[config.mk]
export PLATFORM = sky130hd
export DESIGN_NAME = agp_pin_pair
export DESIGN_NICKNAME = d
export VERILOG_FILES = /design/src/rtl/agp_pkg.sv /design/src/rtl/agp_pwm_decoder.sv /design/src/rtl/agp_pin_pair.sv
export SDC_FILE = /design/constraint.sdc
export NUM_CORES = 1
export LEC_CHECK = 0
export CAP_MARGIN = 30
export CELL_PAD_IN_SITES_DETAIL_PLACEMENT = 1
export CELL_PAD_IN_SITES_GLOBAL_PLACEMENT = 2
export CORE_ASPECT_RATIO = 1.1
export CORE_UTILIZATION = 37
export DETAILED_ROUTE_END_ITERATION = 8
export DONT_BUFFER_PORTS = 1
export PLACE_DENSITY = 0.82
export SLEW_MARGIN = 15
export SYNTH_ARGS = -nofsm -noshare
export SYNTH_HDL_FRONTEND = slang
export SYNTH_HIERARCHICAL = 1
export SYNTH_SLANG_ARGS = --single-unit
export TNS_END_PERCENT = 1
[constraint.sdc]
create_clock -name core_clk -period 3.3 [get_ports core_clk]
set_input_delay 0.495 -clock core_clk [delete_from_list [all_inputs] [get_ports core_clk]]
set_output_delay 0.495 -clock core_clk [all_outputs]
set_load 0.005 [all_outputs]
[src/rtl/agp_pkg.sv]
package agp_pkg;

    // ==========================================
    // Register map
    localparam logic [7:0]  CFG_ADDR     = 8'h81;
    localparam logic [15:0] CFG_RESET    = 16'h8000;
    localparam logic [15:0] CFG_WR_MASK  = 16'h7fff;
    localparam logic [15:0] CFG_RSV_MASK = 16'h8000;
    localparam logic [15:0] SPARE_MASK   = 16'h700c;
    localparam logic [15:0] RD_UNMAPPED  = 16'h0000;

    // ==========================================
    // Field positions
    localparam int RSV_BIT      = 15;
    localparam int FMT_ONE      = 11;
    localparam int FMT_ZERO     = 10;
    localparam int DIR_ONE      = 9;
    localparam int DIR_ZERO     = 8;
    localparam int TB_ONE_MSB   = 7;
    localparam int TB_ONE_LSB   = 6;
    localparam int TB_ZERO_MSB  = 5;
    localparam int TB_ZERO_LSB  = 4;
    localparam int DAT_ONE      = 1;
    localparam int DAT_ZERO     = 0;

    // ==========================================
    // Time base in master-clock periods
    localparam int TB_W = 11;
    localparam logic [TB_W-1:0] TB_PERIOD_16   = 11'h010;
    localparam logic [TB_W-1:0] TB_PERIOD_64   = 11'h040;
    localparam logic [TB_W-1:0] TB_PERIOD_256  = 11'h100;
    localparam logic [TB_W-1:0] TB_PERIOD_1024 = 11'h400;
    localparam logic [TB_W-1:0] TB_ONE         = 11'h001;
    localparam int DUR_W = 8;

    typedef enum logic [1:0] {
        AGP_DEC_OFF = 2'b01,
        AGP_DEC_RUN = 2'b10
    } agp_dec_state_type;

    function automatic logic [TB_W-1:0] agp_tb_period(input logic [1:0] sel);
        case (sel)
            2'h0:    agp_tb_period = TB_PERIOD_16;
            2'h1:    agp_tb_period = TB_PERIOD_64;
            2'h2:    agp_tb_period = TB_PERIOD_256;
            default: agp_tb_period = TB_PERIOD_1024;
        endcase
    endfunction : agp_tb_period

endpackage : agp_pkg

[src/rtl/agp_pwm_decoder.sv]
`timescale 1ns/1ns
module agp_pwm_decoder #(
    parameter int DUR_W = agp_pkg::DUR_W
) (
    input  wire logic       core_clk,
    input  wire logic       rstN,
    input  wire logic       enable,
    input  wire logic       pinIn,
    input  wire logic [1:0] tbSel,
    output logic            level
);

    typedef struct packed {
        agp_pkg::agp_dec_state_type   state;
        logic [agp_pkg::TB_W-1:0]     divCnt;
        logic [DUR_W-1:0]             highCnt;
        logic [DUR_W-1:0]             lowCnt;
        logic                         prevPin;
        logic                         level;
    } agp_dec_type;

    agp_dec_type s_r;
    agp_dec_type s_nxt;
    logic [agp_pkg::TB_W-1:0] period;
    logic                     tick;

    assign period = agp_pkg::agp_tb_period(tbSel);
    // A shortened time base must not leave the divider stranded above it
    assign tick   = (s_r.divCnt >= period - agp_pkg::TB_ONE);
    assign level  = s_r.level;

    // ==========================================
    // Duration measurement
    always_comb begin
        logic [DUR_W-1:0] hi;
        logic [DUR_W-1:0] lo;
        hi = s_r.highCnt;
        lo = s_r.lowCnt;
        s_nxt = s_r;
        case (s_r.state)
            agp_pkg::AGP_DEC_OFF: begin
                s_nxt.divCnt  = '0;
                s_nxt.highCnt = '0;
                s_nxt.lowCnt  = '0;
                s_nxt.prevPin = pinIn;
                if (enable) begin
                    s_nxt.state = agp_pkg::AGP_DEC_RUN;
                end
            end
            agp_pkg::AGP_DEC_RUN: begin
                if (!enable) begin
                    s_nxt.state = agp_pkg::AGP_DEC_OFF;
                end else begin
                    s_nxt.divCnt  = tick ? '0
                        : agp_pkg::TB_W'(s_r.divCnt + agp_pkg::TB_ONE);
                    s_nxt.prevPin = pinIn;
                    // high must beat low, a tie reads low
                    // Saturation ends a period so a static pin still resolves
                    if ((pinIn && !s_r.prevPin) || (&hi) || (&lo)) begin
                        s_nxt.level = (hi > lo);
                        hi = '0;
                        lo = '0;
                    end
                    if (tick) begin
                        if (pinIn) begin
                            hi = DUR_W'(hi + 1'b1);
                        end else begin
                            lo = DUR_W'(lo + 1'b1);
                        end
                    end
                    s_nxt.highCnt = hi;
                    s_nxt.lowCnt  = lo;
                end
            end
            default: begin
                s_nxt.state = agp_pkg::AGP_DEC_OFF;
            end
        endcase
    end

    always_ff @(posedge core_clk or negedge rstN) begin
        if (!rstN) begin
            s_r <= '{state: agp_pkg::AGP_DEC_OFF, default: '0};
        end else begin
            s_r <= s_nxt;
        end
    end

    // ==========================================
    // Checks
    logic [agp_pkg::TB_W-1:0] gap_r;
    always_ff @(posedge core_clk or negedge rstN) begin
        if (!rstN) begin
            gap_r <= '0;
        end else begin
            gap_r <= (tick || !enable) ? '0
                : agp_pkg::TB_W'(gap_r + agp_pkg::TB_ONE);
        end
    end
endmodule : agp_pwm_decoder

[src/rtl/agp_pin_pair.sv]
`timescale 1ns/1ns
module agp_pin_pair #(
    parameter int DUR_W = agp_pkg::DUR_W
) (
    input  wire logic        core_clk,
    input  wire logic        reset_n,
    input  wire logic        regWrEn,
    input  wire logic        regRdEn,
    input  wire logic [7:0]  regAddr,
    input  wire logic [15:0] regWrData,
    output logic      [15:0] regRdData,
    output logic             regRdValid,
    input  wire logic        pinOneIn,
    output logic             pinOneOut,
    output logic             pinOneOe,
    input  wire logic        pinZeroIn,
    output logic             pinZeroOut,
    output logic             pinZeroOe,
    output logic             pinOneLevel,
    output logic             pinZeroLevel
);

    typedef struct packed {
        logic [15:0] cfg;
        logic [15:0] rdData;
        logic        rdValid;
        logic [1:0]  pinOut;
        logic [1:0]  pinOe;
        logic [1:0]  level;
    } agp_state_type;

    agp_state_type s_r;
    agp_state_type s_nxt;
    logic [1:0]    rstSync_r;
    logic          rstN;
    logic          addrHit;
    logic [1:0]    pinIn;
    logic [1:0]    dirBit;
    logic [1:0]    fmtBit;
    logic [1:0]    datBit;
    logic [1:0]    tbSel [2];
    logic [1:0]    decLevel;
    logic [1:0]    decEn;

    // ==========================================
    // Reset release
    always_ff @(posedge core_clk or negedge reset_n) begin
        if (!reset_n) begin
            rstSync_r <= 2'h0;
        end else begin
            rstSync_r <= {rstSync_r[0], 1'b1};
        end
    end
    assign rstN = rstSync_r[1];

    // ==========================================
    // Field decode
    assign addrHit   = (regAddr == agp_pkg::CFG_ADDR);
    assign pinIn     = {pinOneIn, pinZeroIn};
    assign dirBit    = {s_r.cfg[agp_pkg::DIR_ONE], s_r.cfg[agp_pkg::DIR_ZERO]};
    assign fmtBit    = {s_r.cfg[agp_pkg::FMT_ONE], s_r.cfg[agp_pkg::FMT_ZERO]};
    assign datBit    = {s_r.cfg[agp_pkg::DAT_ONE], s_r.cfg[agp_pkg::DAT_ZERO]};
    assign tbSel[1]  = s_r.cfg[agp_pkg::TB_ONE_MSB:agp_pkg::TB_ONE_LSB];
    assign tbSel[0]  = s_r.cfg[agp_pkg::TB_ZERO_MSB:agp_pkg::TB_ZERO_LSB];

    // ==========================================
    // Per-pin decoders
    // Decoder only runs while needed, so each switch into PWM input restarts its counters clean; the decoded level keeps its old value
    for (genvar i = 0; i < 2; i++) begin : g_pin
        assign decEn[i] = !dirBit[i] && fmtBit[i];
        agp_pwm_decoder #(
            .DUR_W (DUR_W)
        ) u_dec (
            .core_clk (core_clk),
            .rstN     (rstN),
            .enable   (decEn[i]),
            .pinIn    (pinIn[i]),
            .tbSel    (tbSel[i]),
            .level    (decLevel[i])
        );
    end

    // ==========================================
    // Next state
    always_comb begin
        s_nxt = s_r;
        if (regWrEn && addrHit) begin
            s_nxt.cfg = (regWrData & agp_pkg::CFG_WR_MASK)
                      | agp_pkg::CFG_RSV_MASK;
        end
        // A read in the write cycle returns the old value
        s_nxt.rdValid = regRdEn;
        if (regRdEn) begin
            s_nxt.rdData = addrHit ? s_r.cfg : agp_pkg::RD_UNMAPPED;
        end
        for (int i = 0; i < 2; i++) begin
            s_nxt.pinOe[i]  = dirBit[i];
            s_nxt.pinOut[i] = dirBit[i] && datBit[i];
            if (dirBit[i]) begin
                s_nxt.level[i] = datBit[i];
            end else if (fmtBit[i]) begin
                s_nxt.level[i] = decLevel[i];
            end else begin
                s_nxt.level[i] = pinIn[i];
            end
        end
    end

    always_ff @(posedge core_clk or negedge rstN) begin
        if (!rstN) begin
            s_r <= '{cfg: agp_pkg::CFG_RESET, default: '0};
        end else begin
            s_r <= s_nxt;
        end
    end

    // ==========================================
    // Outputs
    assign regRdData    = s_r.rdData;
    assign regRdValid   = s_r.rdValid;
    assign pinOneOut    = s_r.pinOut[1];
    assign pinOneOe     = s_r.pinOe[1];
    assign pinZeroOut   = s_r.pinOut[0];
    assign pinZeroOe    = s_r.pinOe[0];
    assign pinOneLevel  = s_r.level[1];
    assign pinZeroLevel = s_r.level[0];
endmodule : agp_pin_pair

==> metrics.txt <==
status finished clean; Clock Skews 7.86 ps; initial DRC count 257; crit path max fanout 8; I/O Buffers 0; most common cell after layout, fill and taps aside dfrtp_1; clock buffer count from CTS 9; setup tns final 0 ps; Finished Cell Area 6310 um2; Post-DP Area 5990 um2; YS warnings 6; Top FF cell, synth dfrtp_1; die width 123 um; FF+latch count, synth 102; Min-Delay Path Class input port to flop; CP dominant cell by count nand3_1; WP buf/inv 1; crit share post-route 84.6%; synth unique cells 69; Starting Density 37.8%; max incr delay on CP 580 ps; Via Count 4,513; Logic pwr share 4.6%; global route overflow 0; Remaining DRCs 0; crit path from g_pin[0].u_dec/s_r[2]; WL final 15,500 um; switch share 24.7%; Crit. End Element flop; antenna-violating nets left 0; largest net degree at the start of global routing 60; final period demand of the worst path 2790 ps; Mapped Area 5920 um2; Syn Area/Cell 10.0 um2; max-slew violations 0; Async SR Flop Fraction 100%; CTS sink cnt 102; hold wc startpoint regRdEn; DIE HEIGHT 135 um; Clock power frac 44.1%; LEAKAGE 2.69 nW; share of post-route cells with drive strength above 1 10.0%; first-pass GRT wire length 25,700 um; most frequent cells in the layout dfrtp_1 (99), nand2_1 (70), inv_1 (41), nand3_1 (36), ha_1 (36); post-synth net total 658; initial antenna violation count 0; Fin. Hold Viols 0; GP Congestion 0.781; largest vdd supply drop 0.000288 V; CP top delay family simple AND/OR/NAND/NOR gates; maxcap violations 0; Clock Pin Slew Worst Setup and Hold Paths 80 ps; Max Fclk 358 MHz; fillers 1,779; DR pass1 iterations 4; detail-routed via count per cell 5.80; clock root buffer clkbuf_16; H-tree Lvls 3; drt wl/cell 20.0 um; GRT Util Overall 20.3%; clk_lat worst skew 360 ps; crit path kind flop to flop; row count 48; TritonCTS clock tree done; post-cts sizing count 0; RSZ-0062 raised after global routing false; CP required 3520 ps; Max clock buf depth 2; power density over cell area 402 nW/um2; vias in the first global route 4,893; Layout area overhead 6.51%; register cell area after layout 2560 um2; Core ar. 15,700 um2; final setup vio count 0; antenna diode count 0; crit-path cells nand3_1 > nor4_4 > nor3_2 > nand2_1 > inv_1 > ha_1 > nand3_1 > or2_2 > o311ai_0 > o31ai_1; crit path DAT 3010 ps; worst relative slew slack 43.0%; post-DP HPWL 11,300 um; DIE AREA 16,500 um2; net switching power 628 uW; R2R setup slack 510 ps; Power Internal 1.91 mW; Seq pwr share 51.2%; sequential area share after synthesis 43.1%; nets@finish 639; multi-input combinational cell area 2990 um2; # IOs 53; Mapped Cells 592; Post-synth EDFFs 0; Crit Reg-Reg Startpoint g_pin[0].u_dec/s_r[2]; actual slew at the worst max-slew pin 852 ps; crit path max-delay cell type nor3_2; crit start category flop
==> kinds of logic (layout without fill, tap and decap cells) <==
| logic type | after synthesis | count (layout) | share of synthesized area, % |
|---|---|---|---|
| other | 3 | 3 | 0.190 |
| adders and majority gates | 36 | 36 | 7.60 |
| xor gates and xnor gates | 6 | 6 | 0.887 |
| and+or+nand+nor | 204 | 204 | 19.6 |
| AOI/OAI and AO/OA | 144 | 144 | 18.0 |
| muxes | 19 | 19 | 4.16 |
| DFF | 102 | 102 | 43.1 |
| buffers and inverters | 78 | 64 | 6.40 |
==> synth_stat cells, types with 4 or more instances <==
| master | n | share of area, % |
|---|---|---|
| dfrtp_1 | 100 | 42 |
| nand2_1 | 70 | 4.4 |
| inv_1 | 41 | 2.6 |
| ha_1 | 36 | 7.6 |
| nand3_1 | 36 | 3.0 |
| o21ai_0 | 25 | 2.1 |
| o22ai_1 | 17 | 1.8 |
| buf_4 | 16 | 2.0 |
| nand4_1 | 14 | 1.5 |
| a21oi_1 | 12 | 1.0 |
| nor2_1 | 12 | 0.76 |
| o31ai_1 | 12 | 1.5 |
| and3_1 | 11 | 1.2 |
| and2_1 | 10 | 1.1 |
| mux2_4 | 10 | 2.5 |
| a21o_1 | 9 | 1.1 |
| a32o_1 | 9 | 1.5 |
| buf_2 | 9 | 0.76 |
| clkbuf_1 | 9 | 0.57 |
| nor3_1 | 8 | 0.68 |
| a31oi_1 | 7 | 0.74 |
| o211ai_1 | 6 | 0.76 |
| o21a_1 | 6 | 0.76 |
| mux2_2 | 5 | 0.95 |
| nor2b_1 | 5 | 0.53 |
| nor4_1 | 5 | 0.53 |
| o311ai_1 | 5 | 0.74 |
| or3_1 | 5 | 0.53 |
| xor2_1 | 5 | 0.74 |
| a22o_1 | 4 | 0.59 |
| mux2i_1 | 4 | 0.68 |
| nor3b_1 | 4 | 0.51 |
| o311ai_0 | 4 | 0.59 |
==> final cells by class <==
class | count | area share [%]
clock inverter | 7 | 1.27
inverter | 42 | 2.50
multi-input combinational | 412 | 47.4
tap | 200 | 3.97
timing repair buffer | 6 | 0.754
sequential | 102 | 40.6
clock buffer | 9 | 3.57
==> final timing paths <==
check,endpoint,cells past startpoint
hold reg to reg,rstSync_r[1],0
setup reg to reg,g_pin[0].u_dec/s_r[16],10
min in group asynchronous,rstSync_r[1],1
max in group asynchronous,g_pin[0].u_dec/s_r[29],1
hold / removal,regRdValid,0
setup / recovery,g_pin[0].u_dec/s_r[16],10
==> what timing repair did <==
item | 4_1_cts | 5_1_grt
buffers inserted | 0 | 0
hold buffers | 1 | 0
endpoints found under the hold margin | 2 | 0
==> sequential cells by signal (all words and copies together) (netlist names) <==
| name | cells |
|---|---|
| pinZeroOut | 1 |
| dirBit | 2 |
| regRdValid | 1 |
| rstSync_r | 2 |
| regRdData | 16 |
| pinOneOe | 1 |
| pinOneLevel | 1 |
| g_pin.u_dec/s_r | 60 |
| datBit | 2 |
| pinOneOut | 1 |
| fmtBit | 2 |
| s_r | 9 |
| pinZeroOe | 1 |
| pinZeroLevel | 1 |
| g_pin.u_dec/level | 2 |
==> power groups by stage <==
stage | combinational (mW) | clock (mW) | sequential [mW]
2_1_floorplan | 0.0856 | 0 | 1.32
3_5_place_dp | 0.117 | 0 | 1.33
6_report | 0.117 | 1.12 | 1.30
3_3_place_gp | 0.111 | 0 | 1.33
5_1_grt | 0.132 | 1.19 | 1.31
4_1_cts | 0.118 | 1.15 | 1.30
==> metal layers <==
metal | vias up | share of wire, % | track usage [%]
met5 | - | 0 | 0
met1 | 2303 | 44 | 25.3
met3 | 14 | 4.1 | 3.67
met4 | 0 | 1.8 | 7.38
met2 | 65 | 50 | 34.6
li1 | 2131 | - | -
==> through the flow <==
| stage | setup WS (ps) | instances | hold WS [ps] | util, % | power [mW] |
|---|---|---|---|---|---|
| final | 510 | 778 | 166 | 40.2 | 2.54 |
| after global routing | 277 | 778 | 156 | 40.2 | 2.63 |
| after CTS | 551 | 778 | 152 | 40.2 | 2.57 |
| after detailed placement | 570 | 761 | 199 | 38.2 | 1.44 |
| after global placement | 680 | 761 | 199 | 38.2 | 1.44 |
| after floorplan | 252 | 592 | 199 | - | 1.41 |
No activity file was read; power rests on OpenSTA's default activity.
